**src/logic/ddsc_pkg.sv**
```systemverilog
// Purpose: Shared constants for the synthesizer chip-level control link
// Assumes: One clock domain; link signals sampled on the rising edge
// Notes:   Device offsets are 4-bit word indices; controller offsets are 8-bit
package ddsc_pkg;

	localparam int ADDR_W = 4;
	localparam int DATA_W = 32;
	localparam int NUM_CH = 2;
	localparam int SW_ADDR_W = 8;

	// ----------------------------------------------------------------
	// Device register offsets
	// ----------------------------------------------------------------
	localparam logic [3:0] DEV_CLK_CFG  = 4'h0;
	localparam logic [3:0] DEV_REF_FREQ = 4'h1;
	localparam logic [3:0] DEV_ACC_CTRL = 4'h2;
	localparam logic [3:0] DEV_FTW0     = 4'h3;
	localparam logic [3:0] DEV_FTW1     = 4'h4;
	localparam logic [3:0] DEV_SWEEP0   = 4'h5;
	localparam logic [3:0] DEV_SWEEP1   = 4'h6;
	localparam logic [3:0] DEV_SYSCLK   = 4'h7;

	// ----------------------------------------------------------------
	// Field layouts
	// ----------------------------------------------------------------
	localparam int CFG_MULT_LSB = 0;
	localparam int CFG_MULT_W   = 5;
	localparam int CFG_PUMP_LSB = 5;
	localparam int CFG_PUMP_W   = 2;
	localparam int CFG_GAIN_BIT = 7;
	localparam int CFG_W        = 8;
	localparam int REF_W        = 10;
	localparam int SYS_W        = 15;
	localparam int ACC_CLR_PHASE  = 0;
	localparam int ACC_CLR_SWEEP  = 1;
	localparam int ACC_AUTO_PHASE = 2;
	localparam int ACC_AUTO_SWEEP = 3;
	localparam int ACC_W          = 4;

	// ----------------------------------------------------------------
	// Values and limits
	// ----------------------------------------------------------------
	localparam logic [4:0] MULT_MIN = 5'h04;
	localparam logic [4:0] MULT_MAX = 5'h14;
	localparam logic [1:0] PUMP_75UA  = 2'h0;
	localparam logic [1:0] PUMP_100UA = 2'h1;
	localparam logic [1:0] PUMP_125UA = 2'h2;
	localparam logic [1:0] PUMP_150UA = 2'h3;
	localparam logic [9:0]  REF_MAX_MHZ    = 10'h1F4;
	localparam logic [14:0] GAIN_HI_MHZ    = 15'h00FF;
	localparam logic [7:0]  CFG_RESET      = 8'h00;
	localparam logic [9:0]  REF_RESET      = 10'h1F4;
	localparam logic [3:0]  ACC_RESET      = 4'h0;

	// ----------------------------------------------------------------
	// Controller register offsets
	// ----------------------------------------------------------------
	localparam logic [7:0] CTL_MODE   = 8'h10;
	localparam logic [7:0] CTL_UPDATE = 8'h11;
	localparam logic [7:0] CTL_STATUS = 8'h12;
	localparam int STAT_REF_ERR = 0;
	localparam int STAT_AUTO    = 1;

endpackage

```
**src/logic/ddsc_link_if.sv**
```systemverilog
// Purpose: Link between the external controller and the synthesizer control logic
// Assumes: Both ends on clk; all signals synchronous
// Notes:   rdata is valid in the cycle after rd
`timescale 1ns/10ps
interface ddsc_link_if (
	input wire logic clk
);
	import ddsc_pkg::*;

	logic              wr;
	logic              rd;
	logic              update;
	logic [ADDR_W-1:0] addr;
	logic [DATA_W-1:0] wdata;
	logic [DATA_W-1:0] rdata;

	modport dev (
		input  clk,
		input  wr,
		input  rd,
		input  update,
		input  addr,
		input  wdata,
		output rdata
	);

	modport ctl (
		input  clk,
		output wr,
		output rd,
		output update,
		output addr,
		output wdata,
		input  rdata
	);
endinterface

```
**src/logic/ddsc_dev.sv**
```systemverilog
// Purpose: Chip-level control of a two-channel synthesizer: buffered registers,
//          clock multiplier setup and accumulator clearing
// Assumes: Link inputs are synchronous to clk, which stands in for the system clock
// Notes:   Writes land in a buffer; only the update strobe changes behaviour
//
// The register offsets and the address-and-strobe port were chosen for this implementation.
`timescale 1ns/10ps

// Notes on behaviour
// - Writes stay buffered until update strobe
// - Update copies whole buffer to active
// - Controller chooses per-write or grouped updates
// - Multiplier factor 4 to 20 scales reference
// - Multiplier disabled by default: reference bypasses
// - Controller keeps reference at most 500 MHz
// - Controller sets high gain on clock config writes that multiply above 255 MHz
// - Pump current selectable, default 75 uA
// - Auto-clear zeroes accumulator once, then resumes
// - Clear holds accumulator zero while set
// - Chip-level clears act on both channels
// - Current settings can be read back
module ddsc_dev
	import ddsc_pkg::*;
(
	input  wire logic                          clk,
	input  wire logic                          rst_n,
	ddsc_link_if.dev                           lnk,
	output logic [NUM_CH-1:0][DATA_W-1:0]      phase_acc,
	output logic [NUM_CH-1:0][DATA_W-1:0]      sweep_acc,
	output logic [CFG_MULT_W-1:0]              mult_factor,
	output logic                               mult_bypass,
	output logic [CFG_PUMP_W-1:0]              pump_current_select,
	output logic                               oscillator_gain_select,
	output logic [SYS_W-1:0]                   sysclk_mhz
);

	// ----------------------------------------------------------------
	// Buffer and active registers
	// ----------------------------------------------------------------
	logic [CFG_W-1:0]               buf_cfg_reg;
	logic [CFG_W-1:0]               buf_cfg_next;
	logic [REF_W-1:0]               buf_ref_reg;
	logic [REF_W-1:0]               buf_ref_next;
	logic [ACC_W-1:0]               buf_acc_reg;
	logic [ACC_W-1:0]               buf_acc_next;
	logic [NUM_CH-1:0][DATA_W-1:0]  buf_ftw_reg;
	logic [NUM_CH-1:0][DATA_W-1:0]  buf_ftw_next;
	logic [NUM_CH-1:0][DATA_W-1:0]  buf_swp_reg;
	logic [NUM_CH-1:0][DATA_W-1:0]  buf_swp_next;
	logic [CFG_W-1:0]               act_cfg_reg;
	logic [REF_W-1:0]               act_ref_reg;
	logic [ACC_W-1:0]               act_acc_reg;
	logic [NUM_CH-1:0][DATA_W-1:0]  act_ftw_reg;
	logic [NUM_CH-1:0][DATA_W-1:0]  act_swp_reg;
	logic                           auto_phase_reg;
	logic                           auto_sweep_reg;
	logic [DATA_W-1:0]              rdata_reg;
	logic [SYS_W-1:0]               sysclk_reg;
	logic [CFG_MULT_W-1:0]          fact;
	logic                           fact_ok;

	// ----------------------------------------------------------------
	// Buffer write path
	// ----------------------------------------------------------------
	// A write in the same cycle as the update is taken into the commit
	always_comb begin
		buf_cfg_next = buf_cfg_reg;
		buf_ref_next = buf_ref_reg;
		buf_acc_next = buf_acc_reg;
		buf_ftw_next = buf_ftw_reg;
		buf_swp_next = buf_swp_reg;
		if (lnk.wr) begin
			if (lnk.addr == DEV_CLK_CFG) begin
				buf_cfg_next = lnk.wdata[CFG_W-1:0];
			end else if (lnk.addr == DEV_REF_FREQ) begin
				buf_ref_next = lnk.wdata[REF_W-1:0];
			end else if (lnk.addr == DEV_ACC_CTRL) begin
				buf_acc_next = lnk.wdata[ACC_W-1:0];
			end else if (lnk.addr == DEV_FTW0) begin
				buf_ftw_next[0] = lnk.wdata;
			end else if (lnk.addr == DEV_FTW1) begin
				buf_ftw_next[1] = lnk.wdata;
			end else if (lnk.addr == DEV_SWEEP0) begin
				buf_swp_next[0] = lnk.wdata;
			end else if (lnk.addr == DEV_SWEEP1) begin
				buf_swp_next[1] = lnk.wdata;
			end
		end
	end

	always_ff @(posedge clk) begin
		if (!rst_n) begin
			buf_cfg_reg <= CFG_RESET;
			buf_ref_reg <= REF_RESET;
			buf_acc_reg <= ACC_RESET;
			buf_ftw_reg <= '0;
			buf_swp_reg <= '0;
		end else begin
			buf_cfg_reg <= buf_cfg_next;
			buf_ref_reg <= buf_ref_next;
			buf_acc_reg <= buf_acc_next;
			buf_ftw_reg <= buf_ftw_next;
			buf_swp_reg <= buf_swp_next;
		end
	end

	// ----------------------------------------------------------------
	// Commit on update
	// ----------------------------------------------------------------
	always_ff @(posedge clk) begin
		if (!rst_n) begin
			act_cfg_reg <= CFG_RESET;
			act_ref_reg <= REF_RESET;
			act_acc_reg <= ACC_RESET;
			act_ftw_reg <= '0;
			act_swp_reg <= '0;
		end else if (lnk.update) begin
			act_cfg_reg <= buf_cfg_next;
			act_ref_reg <= buf_ref_next;
			act_acc_reg <= buf_acc_next;
			act_ftw_reg <= buf_ftw_next;
			act_swp_reg <= buf_swp_next;
		end
	end

	// ----------------------------------------------------------------
	// Auto-clear, one cycle per update that carries the bit
	// ----------------------------------------------------------------
	always_ff @(posedge clk) begin
		if (!rst_n) begin
			auto_phase_reg <= 1'b0;
			auto_sweep_reg <= 1'b0;
		end else begin
			auto_phase_reg <= lnk.update && buf_acc_next[ACC_AUTO_PHASE];
			auto_sweep_reg <= lnk.update && buf_acc_next[ACC_AUTO_SWEEP];
		end
	end

	// ----------------------------------------------------------------
	// Accumulators
	// ----------------------------------------------------------------
	// One clear term feeds every channel so both start from zero together
	genvar ch;
	generate
		for (ch = 0; ch < NUM_CH; ch++) begin : g_ch
			always_ff @(posedge clk) begin
				if (!rst_n) begin
					phase_acc[ch] <= '0;
				end else if (act_acc_reg[ACC_CLR_PHASE]) begin
					phase_acc[ch] <= '0;
				end else if (auto_phase_reg) begin
					phase_acc[ch] <= '0;
				end else begin
					phase_acc[ch] <= phase_acc[ch] + act_ftw_reg[ch];
				end
			end

			always_ff @(posedge clk) begin
				if (!rst_n) begin
					sweep_acc[ch] <= '0;
				end else if (act_acc_reg[ACC_CLR_SWEEP]) begin
					sweep_acc[ch] <= '0;
				end else if (auto_sweep_reg) begin
					sweep_acc[ch] <= '0;
				end else begin
					sweep_acc[ch] <= sweep_acc[ch] + act_swp_reg[ch];
				end
			end
		end
	endgenerate

	// ----------------------------------------------------------------
	// Clock multiplier setup
	// ----------------------------------------------------------------
	// Out-of-range factors fall back to bypass rather than an unlocked loop
	assign fact    = act_cfg_reg[CFG_MULT_LSB +: CFG_MULT_W];
	assign fact_ok = (fact >= MULT_MIN) && (fact <= MULT_MAX);

	always_ff @(posedge clk) begin
		if (!rst_n) begin
			sysclk_reg <= {{(SYS_W-REF_W){1'b0}}, REF_RESET};
		end else if (fact_ok) begin
			sysclk_reg <= SYS_W'(act_ref_reg * fact);
		end else begin
			sysclk_reg <= {{(SYS_W-REF_W){1'b0}}, act_ref_reg};
		end
	end

	assign sysclk_mhz             = sysclk_reg;
	assign mult_factor            = fact;
	assign mult_bypass            = !fact_ok;
	assign pump_current_select    = act_cfg_reg[CFG_PUMP_LSB +: CFG_PUMP_W];
	assign oscillator_gain_select = act_cfg_reg[CFG_GAIN_BIT];

	// ----------------------------------------------------------------
	// Readback of active settings
	// ----------------------------------------------------------------
	always_ff @(posedge clk) begin
		if (!rst_n) begin
			rdata_reg <= '0;
		end else if (lnk.rd) begin
			if (lnk.addr == DEV_CLK_CFG) begin
				rdata_reg <= {{(DATA_W-CFG_W){1'b0}}, act_cfg_reg};
			end else if (lnk.addr == DEV_REF_FREQ) begin
				rdata_reg <= {{(DATA_W-REF_W){1'b0}}, act_ref_reg};
			end else if (lnk.addr == DEV_ACC_CTRL) begin
				rdata_reg <= {{(DATA_W-ACC_W){1'b0}}, act_acc_reg};
			end else if (lnk.addr == DEV_FTW0) begin
				rdata_reg <= act_ftw_reg[0];
			end else if (lnk.addr == DEV_FTW1) begin
				rdata_reg <= act_ftw_reg[1];
			end else if (lnk.addr == DEV_SWEEP0) begin
				rdata_reg <= act_swp_reg[0];
			end else if (lnk.addr == DEV_SWEEP1) begin
				rdata_reg <= act_swp_reg[1];
			end else if (lnk.addr == DEV_SYSCLK) begin
				rdata_reg <= {{(DATA_W-SYS_W){1'b0}}, sysclk_reg};
			end else begin
				rdata_reg <= '0;
			end
		end
	end

	assign lnk.rdata = rdata_reg;

endmodule

```
**src/flat_wrapper.sv**
```systemverilog
// flat-port wrapper written by rule: the top's interface ports become plain ports
module ddsc_dev_flat import ddsc_pkg::*;
  (clk, rst_n, phase_acc, sweep_acc, mult_factor, mult_bypass, pump_current_select, oscillator_gain_select, sysclk_mhz, lnk_wr, lnk_rd, lnk_update, lnk_addr, lnk_wdata, lnk_rdata);
  ddsc_link_if lnk_i (.clk(clk));
  input  wire logic clk;
  input  wire logic rst_n;
  output logic [NUM_CH-1:0][DATA_W-1:0] phase_acc;
  output logic [NUM_CH-1:0][DATA_W-1:0] sweep_acc;
  output logic [CFG_MULT_W-1:0] mult_factor;
  output logic mult_bypass;
  output logic [CFG_PUMP_W-1:0] pump_current_select;
  output logic oscillator_gain_select;
  output logic [SYS_W-1:0] sysclk_mhz;
  input wire logic [$bits(lnk_i.wr)-1:0] lnk_wr;
  input wire logic [$bits(lnk_i.rd)-1:0] lnk_rd;
  input wire logic [$bits(lnk_i.update)-1:0] lnk_update;
  input wire logic [$bits(lnk_i.addr)-1:0] lnk_addr;
  input wire logic [$bits(lnk_i.wdata)-1:0] lnk_wdata;
  output wire logic [$bits(lnk_i.rdata)-1:0] lnk_rdata;
  assign lnk_i.wr = lnk_wr;
  assign lnk_i.rd = lnk_rd;
  assign lnk_i.update = lnk_update;
  assign lnk_i.addr = lnk_addr;
  assign lnk_i.wdata = lnk_wdata;
  assign lnk_rdata = lnk_i.rdata;
  ddsc_dev u_core (.clk(clk), .rst_n(rst_n), .lnk(lnk_i), .phase_acc(phase_acc), .sweep_acc(sweep_acc), .mult_factor(mult_factor), .mult_bypass(mult_bypass), .pump_current_select(pump_current_select), .oscillator_gain_select(oscillator_gain_select), .sysclk_mhz(sysclk_mhz));
endmodule
```
**config.mk**
```make
export PLATFORM = sky130hd
export DESIGN_NAME = ddsc_dev_flat
export DESIGN_NICKNAME = d
export VERILOG_FILES = /design/src/logic/ddsc_pkg.sv /design/src/logic/ddsc_link_if.sv /design/src/logic/ddsc_dev.sv /design/src/flat_wrapper.sv
export SDC_FILE = /design/constraint.sdc
export NUM_CORES = 1
export LEC_CHECK = 0
export BUFFER_PORTS_ARGS = -buffer_cell sky130_fd_sc_hd__buf_2
export CORE_ASPECT_RATIO = 0.5
export CORE_MARGIN = 3
export CORE_UTILIZATION = 33
export DETAILED_ROUTE_END_ITERATION = 8
export GPL_TIMING_DRIVEN = 0
export PLACE_DENSITY = 0.63
export SYNTH_ARGS = -nofsm -noshare
export SYNTH_HDL_FRONTEND = slang
export SYNTH_SLANG_ARGS = --single-unit
```
**constraint.sdc**
```tcl
create_clock -name clk -period 3.99 [get_ports clk]
set_input_delay 0.399 -clock clk [delete_from_list [all_inputs] [get_ports clk]]
set_output_delay 0.399 -clock clk [all_outputs]
set_load 0.005 [all_outputs]
```
==> After elaboration in Yosys (flattened, before gate mapping) <==
Index checks and enable logic that the tools add are counted.
{ "classes": {"muxes": 34, "reduce_logical": 8, "n_bitwise": 1, "magnitude_cmp": 2, "n_eq_ne": 7, "n_addsub": 4, "multipliers": 1} }
{ "op_table": {"columns": ["operator", "n"], "rows": [
  ["$mux 64", 10],
  ["$mux 32", 13],
  ["$add 32x32->32", 4],
  ["$mux 10", 4],
  ["$eq 4x3->1 const B", 4],
  ["$mux 4", 4],
  ["$mux 8", 2],
  ["$mul 10x5->15", 1],
  ["$mux 15", 1],
  ["$eq 4x2->1 const B", 2],
  ["$reduce_or 3->1", 2],
  ["$ge 5x3->1 const B", 1],
  ["$le 5x5->1 const B", 1],
  ["$eq 4x1->1 const B", 1],
  ["$logic_not 4->1", 1],
  ["$logic_and 1x1->1", 3],
  ["$reduce_and 2->1", 1],
  ["$logic_not 1->1", 1],
  ["$not 1->1", 1]
]} }
{ "word_totals": {"wordCells": 80, "reg_bits": 477, "input_bits": 41, "output_inout_bits": 184} }

==> Longest topological paths before layout <==
Gate-level depths: netlist of run 1.
{ "depth": {"depth_word": 9, "mapped_depth": 17, "ltp_nobuf": 16} }

==> Worst setup path after synthesis of run 1 <==
No wires, ideal clock.
{ "synth_path": {"path_kind": "register to register", "startpoint": "reg u_core.act_cfg_reg[2]", "endpoint": "reg u_core.sysclk_reg[13] (netlist: u_core.sysclk_mhz[13])", "setup_time_ns": 0.078, "stages_incl_launch_ff": 16, "path_buffers": 1, "t_arrival_ns": 3.920, "required_time_ns": 3.912, "period_less_slack_ns": 3.997, "setup_slack_ns": -0.007, "cell_sequence": "dfxtp_1 -> clkbuf_1 -> nand2_1 -> fa_1 -> fa_1 -> fa_1 -> inv_1 -> ha_1 -> a21oi_1 -> o21bai_1 -> a21o_1 -> a21oi_1 -> o21ai_0 -> or4_1 -> and3_1 -> nor3_1"} }
{ "synth_between": {"elab_chain_len": 3, "elab_cells_between_ends": 5, "cone_classes": "mul: 1; order compare: 2; reduce/logical: 2"} }
{ "synth_lines": {"columns": ["item", "line", "rtl"], "rows": [
  ["start, declared", "ddsc_dev.sv:50", "logic [CFG_W-1:0] act_cfg_reg;"],
  ["start signal, assigned", "ddsc_dev.sv:118", "act_cfg_reg <= buf_cfg_next;"],
  ["parallel branches: the longest is 3 deep, another holds $mul 10x5->15", null, null],
  ["end signal, assigned", "ddsc_dev.sv:181", "sysclk_reg <= {{(SYS_W-REF_W){1'b0}}, REF_RESET};"],
  ["end signal, assigned", "ddsc_dev.sv:183", "sysclk_reg <= SYS_W'(act_ref_reg * fact);"],
  ["end signal, assigned", "ddsc_dev.sv:185", "sysclk_reg <= {{(SYS_W-REF_W){1'b0}}, act_ref_reg};"],
  ["end, declared", "ddsc_dev.sv:58", "logic [SYS_W-1:0] sysclk_reg;"]
]} }
Parallel ways; which one is timed is not known.
A chain may end at the register's enable or synchronous reset.

==> Worst setup path after layout of run 1 <==
{ "layout_path": {"startpoint": "reg u_core.act_ref_reg[2]", "endpoint": "reg u_core.sysclk_reg[13] (netlist: u_core.sysclk_mhz[13])"} }
{ "layout_between": {"elab_chain_len": 1} }
{ "layout_lines": {"columns": ["item", "line", "rtl"], "rows": [
  ["start, declared", "ddsc_dev.sv:51", "logic [REF_W-1:0] act_ref_reg;"],
  ["start signal, assigned", "ddsc_dev.sv:119", "act_ref_reg <= buf_ref_next;"],
  ["$mul 10x5->15", "ddsc_dev.sv:183", null]
]} }
No other way between the ends.

==> results of run 1 <==
-- synthesized netlist by cell type, types with 4 or more instances --
master,n
sky130_fd_sc_hd__or3_1,7
sky130_fd_sc_hd__o22ai_1,19
sky130_fd_sc_hd__clkbuf_1,144
sky130_fd_sc_hd__nor4_1,4
sky130_fd_sc_hd__a21boi_0,149
sky130_fd_sc_hd__nor2b_1,33
sky130_fd_sc_hd__nor3_1,47
sky130_fd_sc_hd__o31a_1,6
sky130_fd_sc_hd__and2_1,72
sky130_fd_sc_hd__o211a_1,5
sky130_fd_sc_hd__nand3b_1,4
sky130_fd_sc_hd__inv_1,109
sky130_fd_sc_hd__mux2_2,4
sky130_fd_sc_hd__or2_2,6
sky130_fd_sc_hd__nand4_1,10
sky130_fd_sc_hd__a22oi_1,13
sky130_fd_sc_hd__a221oi_1,18
sky130_fd_sc_hd__xor2_1,43
sky130_fd_sc_hd__dfxtp_1,477
sky130_fd_sc_hd__and3_1,19
sky130_fd_sc_hd__o21a_1,29
sky130_fd_sc_hd__o221ai_1,24
sky130_fd_sc_hd__o31ai_1,10
sky130_fd_sc_hd__a211o_1,5
sky130_fd_sc_hd__a21oi_1,147
sky130_fd_sc_hd__or4_1,4
sky130_fd_sc_hd__nand2_1,396
sky130_fd_sc_hd__o21bai_1,16
sky130_fd_sc_hd__nand3_1,43
sky130_fd_sc_hd__o211ai_1,15
sky130_fd_sc_hd__o22a_1,150
sky130_fd_sc_hd__xnor2_1,55
sky130_fd_sc_hd__a31oi_1,15
sky130_fd_sc_hd__a311oi_1,5
sky130_fd_sc_hd__nor3b_1,8
sky130_fd_sc_hd__nand2b_1,29
sky130_fd_sc_hd__o21ai_0,86
sky130_fd_sc_hd__a211oi_1,18
sky130_fd_sc_hd__fa_1,28
sky130_fd_sc_hd__a21o_1,47
sky130_fd_sc_hd__nor2_1,177
sky130_fd_sc_hd__ha_1,147
sky130_fd_sc_hd__mux2i_1,12
-- final cells by class --
cell class	count	area, um^2
clock inverter	27	416.7
antenna	5	12.51
sequential	477	9569
fill	7065	42080
multi-input combinational	1968	13210
clock buffer	61	1354
buffer	145	566.8
timing repair buffer	225	1139
inverter	109	409.1
tap	945	1182
-- routing by layer --
| layer | global-route usage, % | wire length (um) |
|---|---|---|
| met1 | 27.49 | 35610 |
| met2 | 33.30 | 36140 |
| met3 | 3.164 | 5078 |
| met4 | 8.265 | 3033 |
| met5 | 0 | 0 |
-- through the flow --
| step | utilization (%) | TNS [ns] | setup slack, ns | hold WS (ns) | power [uW] |
|---|---|---|---|---|---|
| after floorplan | - | 0 | 0.03159 | 0.4206 | 6302 |
| after global placement | 37.11 | -1.092 | -0.4585 | 0.4379 | 6924 |
| after detailed placement | 37.11 | -1.301 | -0.5148 | 0.4448 | 6955 |
| after CTS | 39.80 | 0 | 0.003601 | 0.1136 | 12040 |
| after global routing | 39.83 | 0 | 0.006463 | 0.1477 | 12440 |
| final | 39.83 | 0 | 0.1438 | 0.1426 | 12010 |
-- how the worst min path moves through the flow --
stage,from,end,slack [ns],cells past startpoint
6_report,lnk_wdata[31],u_core.buf_swp_reg[63],0.14,3
5_1_grt,lnk_wdata[31],u_core.buf_swp_reg[63],0.15,3
4_1_cts,lnk_wdata[31],u_core.buf_swp_reg[31],0.11,3
3_5_place_dp,u_core.act_acc_reg[2],u_core.act_acc_reg[2],0.44,1
3_3_place_gp,u_core.act_acc_reg[2],u_core.act_acc_reg[2],0.44,1
2_1_floorplan,u_core.act_acc_reg[2],u_core.act_acc_reg[2],0.42,1
-- critical path: cells and delay by family, from the launching register on --
kind	cells	cell delay (ns)
AOI/OAI and AO/OA	5	0.71
and+or+nand+nor	4	0.82
DFF	1	0.45
adders and majority gates	4	1.70
buffers and inverters	1	0.06
-- cells by family after synthesis --
logic type / count (synthesis) / synth area share (%)
xor+xnor: 98 / 3.626
flops: 477 / 40.34
simple gates: 865 / 16.50
fa+ha+maj: 175 / 10.14
buf+inv: 255 / 4.044
compound gates: 814 / 24.65
mux: 16 / 0.6978
-- report_power, final --
group	internal, uW	switching (uW)	total [uW]	leakage (uW)
Combinational	654	975	1630	0.00754
Sequential	5000	258	5260	0.00390
Clock	3070	2050	5120	0.000861
-- timing repair --
action                     in CTS  in global routing
cloned                          0                  0
buffers inserted                5                  0
setup endpoints to repair       6                  4
pin swaps                       5                  6
resized for setup              23                  9
==> results list, run 1 <==
- Result of the run: completed
- In this design, the critical path's most frequently occurring cell is sky130_fd_sc_hd__fa_1.
- Largest fanout of any net on the critical path: 8
- Share of the cycle needed by the critical path after routing: 96.40%
- Placeable core area: 0.06994 mm^2
- The first global-routing pass estimated 120,300 um of wire.
* Avg WL per Cell: 20.16 um
* Largest vdd supply drop: 0.0002600 V
- Endpoint class of the critical path: register
- Top cell type's share of synthesized area: 40.34%
* Synthesized flop and latch total: 477
- After clock tree synthesis, the clock-pin slew on the worst setup and hold paths is 0.07 ns.
- The min-delay analysis places its worst path in the category input pin to register.
- Max-cap violations in this run came to 0.
* Launch point of the worst path: u_core.act_ref_reg[2]
* Die H: 195.4 um
- Portion of the post-synthesis area used by sequential elements: 40.34%
- For this block, the via count after detailed routing is 21,190.
* Count of flip-flops with a built-in enable after synthesis: 0
- Overall global routing resource usage: 20.58%
* Distinct cell type count after synthesis: 69
- On the worst path, the slowest cell contributes a delay of 0.56 ns.
- The final max-slew violation count came to 0.
- Final setup violation count: 0
- Of all flip-flops after synthesis, the portion carrying an async set or reset was 0%.
- Cell types occupying the most area after synthesis: sky130_fd_sc_hd__dfxtp_1 (40%), sky130_fd_sc_hd__ha_1 (7.8%), sky130_fd_sc_hd__nand2_1 (6.3%), sky130_fd_sc_hd__o22a_1 (5.6%), sky130_fd_sc_hd__a21boi_0 (4.7%)
- Summed over all layers, the routed wires come to 79,860 um.
- STA puts the critical path data required time at 4.50 ns.
* Via count of the first global-routing pass: 20,210
- Starting DRT DRC Count: 1,651
- When the netlist entered floorplanning its net count stood at 2,916.
* Clock Root Buffer: sky130_fd_sc_hd__clkbuf_16
* Leak: 0.01230 uW
* Commonest cells after routing, fill and taps aside: sky130_fd_sc_hd__dfxtp_1 (467), sky130_fd_sc_hd__nand2_1 (396), sky130_fd_sc_hd__buf_2 (220)
- Cell type contributing the most total cell area after synthesis: sky130_fd_sc_hd__dfxtp_1
* Kind of start point of the critical path: register
- The endpoint identified for the worst register-to-register timing path is u_core.sysclk_mhz[13].
* # clock sinks: 477
* Synthesis Warnings: 0
- Post-synth top flop: sky130_fd_sc_hd__dfxtp_1
- The critical path is of the register to register type.
- Drt via density: 5.348
- No sink is reached through more buffers than the 3 on the longest clock path.
- The clock arrives with 0.01606 ns of skew.
- In the routed design, unresolved DRC markers number 0.
- In this run the core area contains 68 standard-cell rows.
- Non-filler instance count after layout: 3,962
- Slowest cell on crit path: sky130_fd_sc_hd__fa_1
* Post-placement cell count: 3,865
* Synthesized instance count: 2,700
- Power per cell area: 431.0 mW/mm^2
- GRT Residual Overflow: 0
- H-Tree Depth: 2
- Slew at the pin with the worst max-slew slack: 1.351 ns
- Post-route design area: 0.02786 mm^2
- Once the floorplan was initialized, standard cells occupied 33.84% of the core.
- Worst r2r path cells: 14
- Final nets: 3,191
- Die area: 0.07517 mm^2
* Detailed placement HPWL: 62,510 um
- The worst path needs 3.846 ns of the cycle, external delays included.
- Fraction of layout instances using a drive strength above 1: 11.45%
* Top-Level Pins: 225
* Number of buffers added by the clock tree synthesis step: 49
* Cell Area, Placed: 0.02595 mm^2
- The congestion estimate from routability-driven global placement came to 0.9431.
* Source of the worst register-to-register timing path: u_core.act_ref_reg[2]
- In this run the worst setup path terminates at u_core.sysclk_mhz[13].
* ANT nets after route: 0
- Hold buffer count at CTS: 0
- X dimension of the die: 384.8 um
- Leading cell type in the layout, fill and taps excluded: sky130_fd_sc_hd__dfxtp_1
* Per-instance average area after synthesis: 8.767 um^2
- Worst slew margin relative to its limit: 9.238%
- Reg2Reg Setup Slack: 0.14 ns
- Setup repair after global routing missed its margin: false
- Based on the critical path, the design can be clocked at up to 260.0 MHz.
- CTS tree: built
* List of cells traversed by the critical path: nand2_1, fa_1, fa_1, fa_1, inv_1, ha_4, a21oi_2, o21bai_1, a21o_1, a21oi_2, o21ai_2, or4_4, and3_1, nor3_1
- Arrival time at the worst endpoint: 4.36 ns
* Fin. Hold Viols: 0
- Initial antenna violation count: 6
- Entering global routing, the biggest net connects 16 pins.
* Count of port buffers added during placement: 220
- From synthesis to final layout, the design area changed by 17.69%.
- For the worst-skew pair, the clock arrives at the later sink with an insertion delay of 0.59 ns.
- After synthesis the cells add up to 0.02367 mm^2.
* Length of the first detailed-routing pass in iterations: 7
No activity file was read; power rests on OpenSTA's default activity.
==> inputs of run 2 (changes only) <==
--- a/config.mk
+++ b/config.mk
@@ -8,10 +8,10 @@
 export BUFFER_PORTS_ARGS = -buffer_cell sky130_fd_sc_hd__buf_2
 export CORE_ASPECT_RATIO = 0.5
 export CORE_MARGIN = 3
-export CORE_UTILIZATION = 33
+export CORE_UTILIZATION = 54
 export DETAILED_ROUTE_END_ITERATION = 8
 export GPL_TIMING_DRIVEN = 0
-export PLACE_DENSITY = 0.63
+export PLACE_DENSITY = 0.89
 export SYNTH_ARGS = -nofsm -noshare
 export SYNTH_HDL_FRONTEND = slang
 export SYNTH_SLANG_ARGS = --single-unit
==> results list, run 2 (synthesis results as in run 1) <==
- Multi-input gate area in the final layout: 0.01325 mm^2
* Largest vdd supply drop: 0.0002804 V
- On the critical path, the stage with the largest delay is an instance of sky130_fd_sc_hd__fa_1.
- Via count of the first global-routing pass: 21,130
* DRC violation count after routing: 0
- Number of buffers added by the clock tree synthesis step: 43
* Area taken by flip-flops and latches: 0.009577 mm^2
- Internal: 8313 uW
- At the later pin of the worst-skew pair, clock insertion delay measures 0.57 ns.
- Overall global routing resource usage: 31.54%
- Fin. Hold Viols: 0
- Result of the run: completed
- X dimension of the die: 302.1 um
- Leading cell type in the layout, fill and taps excluded: sky130_fd_sc_hd__dfxtp_1
- Arrival time at the worst endpoint: 4.46 ns
- Total number of placement rows: 53
- Sequential cell fraction of total power: 46.0%
- Critical path start-end classification: register to register
- Part of the power in combinational logic: 14.5%
- Filler cell count in the final layout: 3,271
- Critical path buffers and inverters: 1
* Area growth syn-to-layout: 14.99%
- Worst slew margin relative to its limit: 4.125%
* Endpoint class of the critical path: register
- Based on the critical path, the design can be clocked at up to 252.0 MHz.
- Largest fanout of any net on the critical path: 8
* Placeable core area: 0.04264 mm^2
- Met3 Usage GRT: 7.859%
- Detailed placement HPWL: 57,260 um
* Leak: 0.01221 uW
- CTS tree: built
- Commonest cells after routing, fill and taps aside: sky130_fd_sc_hd__dfxtp_1 (469), sky130_fd_sc_hd__nand2_1 (395), sky130_fd_sc_hd__buf_2 (220)
* Kind of cell adding the most delay to the critical path: adder cells
- The floorplan step set the die height to 154.0 um.
* Final nets: 3,188
* Initial cell density of the core: 55.51%
- Critical Path RT: 4.48 ns
- 225 I/O pins were placed.
* ANT nets after route: 0
- The global routing stage identified its most utilized layer as met2.
- The final max-slew violation count came to 0.
- Switching power total: 3117 uW
- Of the available clock period, the critical path in the final layout requires 99.47%.
- First-pass GRT wire length: 115,900 um
- Final setup violation count: 0
* Kind of start point of the critical path: register
* Die area: 0.04653 mm^2
* Vias after detailed routing: 22,350
- # clock sinks: 477
- Post-placement cell count: 3,497
* Worst clock skew on the final layout: 0.01524 ns
- Fraction of power spent switching nets: 27.27%
- Entering global routing, the biggest net connects 17 pins.
- For this run, the slowest stage of the critical path takes 0.56 ns.
- Starting DRT DRC Count: 2,641
* Final weighted congestion in routability-driven placement: 1.017
- Summed over all failing endpoints, the final setup total negative slack is 0 ns.
- The routed design has 77,070 um of wire.
* Max-cap violations: 0
- Clock-pin slew of the registers on the worst-case setup and hold paths: 0.06 ns
* Clock Root Buffer: sky130_fd_sc_hd__clkbuf_16
- List of cells traversed by the critical path: nand2_2, fa_1, fa_1, fa_1, inv_1, ha_4, a21oi_4, o21bai_4, a21o_1, a21oi_2, o21ai_2, or4_4, and3_4, nor3_2
* Length of the first detailed-routing pass in iterations: 8
- Non-filler instance count after layout: 3,582
- Count of port buffers added during placement: 220
- Avg WL per Cell: 21.52 um
- Clock Tree Buf Depth: 3
* Power per cell area: 419.9 mW/mm^2
* Fraction of layout instances using a drive strength above 1: 11.29%
* Slew at the pin with the worst max-slew slack: 1.426 ns
- Met1 usage: 40.82%
* Drt via density: 6.239
- The clock network burns 39.5% of the power.
* Met2 routing resource usage after global routing: 49.81%
* GRT Residual Overflow: 0
* Initial antenna violation count: 3
- The H-tree was split into 2 levels.
* Crit path top cell by count: sky130_fd_sc_hd__fa_1
- Min cycle time layout: 3.969 ns
- Path class of the lowest-slack min-delay path: input pin to register
-- run 2: cell types whose count changed in the layout (fill, tap and decap cells not counted), sizes merged --
cell / delta
buf: +4
bufinv: -3
clkbuf: -2
clkinv: -2
clkinvlp: -3
diode: -2
inv: -4
-- run 2: tightest hold or removal path: cells and delay by family --
kind	cells	cell delay, ns
and+or+nand+nor	1	0.06
buffers and inverters	1	0.14
AOI/OAI and AO/OA	1	0.09
-- run 2: layer usage --
| layer | vias to the layer above | wire (um) | part of all wire (%) |
|---|---|---|---|
| li1 | 10130 | - | - |
| met1 | 10530 | 29960 | 39 |
| met2 | 1392 | 33780 | 44 |
| met3 | 296 | 9606 | 12 |
| met4 | 0 | 3727 | 4.8 |
| met5 | - | 0 | 0 |
-- run 2: final timing paths --
kind,start,endpoint,slack (ns),cells after the start
setup / recovery,u_core.act_cfg_reg[4],u_core.sysclk_mhz[13],0.02,14
hold / removal,lnk_wdata[28],u_core.buf_ftw_reg[28],0.17,3
setup reg to reg,u_core.act_cfg_reg[4],u_core.sysclk_mhz[13],0.02,14
hold reg to reg,u_core.act_acc_reg[2],u_core.act_acc_reg[2],0.47,1
-- run 2: through the flow --
step	utilization [%]	hold WS (ns)	setup slack [ns]	instance area, um^2	power, uW
detailed placement	59.79	0.4425	-0.5169	25490	6907
CTS	63.55	0.1650	0.009843	27100	11320
floorplan	-	0.4206	0.03159	23670	6302
global route	63.83	0.1853	-0.06167	27220	11780
global placement	59.79	0.4315	-0.4894	25490	6855
finish	63.83	0.1748	0.02126	27220	11430
-- run 2: timing repair --
item / CTS / global route
endpoints found under the setup margin: 7 / 4
resized for setup: 22 / 25
setup buffers: 1 / 9
pin swaps: 3 / 11
hold buffers: 0 / 0
-- run 2: area by class of cell --
type	count	area share [%]
well taps	577	2.653
clock inverters	15	0.9562
clock buffers	60	4.602
multi-input cells	1968	48.67
plain buffers	143	1.977
flip-flops and latches	477	35.19
repair buffers	230	4.413
inverters	109	1.512
diodes	3	0.02758
-- run 2: power by group through the flow --
stage	Combinational (uW)	Sequential (uW)	Clock [uW]
2_1_floorplan	1050	5250	0
3_3_place_gp	1510	5340	0
3_5_place_dp	1560	5350	0
4_1_cts	1590	5240	4480
5_1_grt	1810	5270	4700
6_report	1650	5260	4520
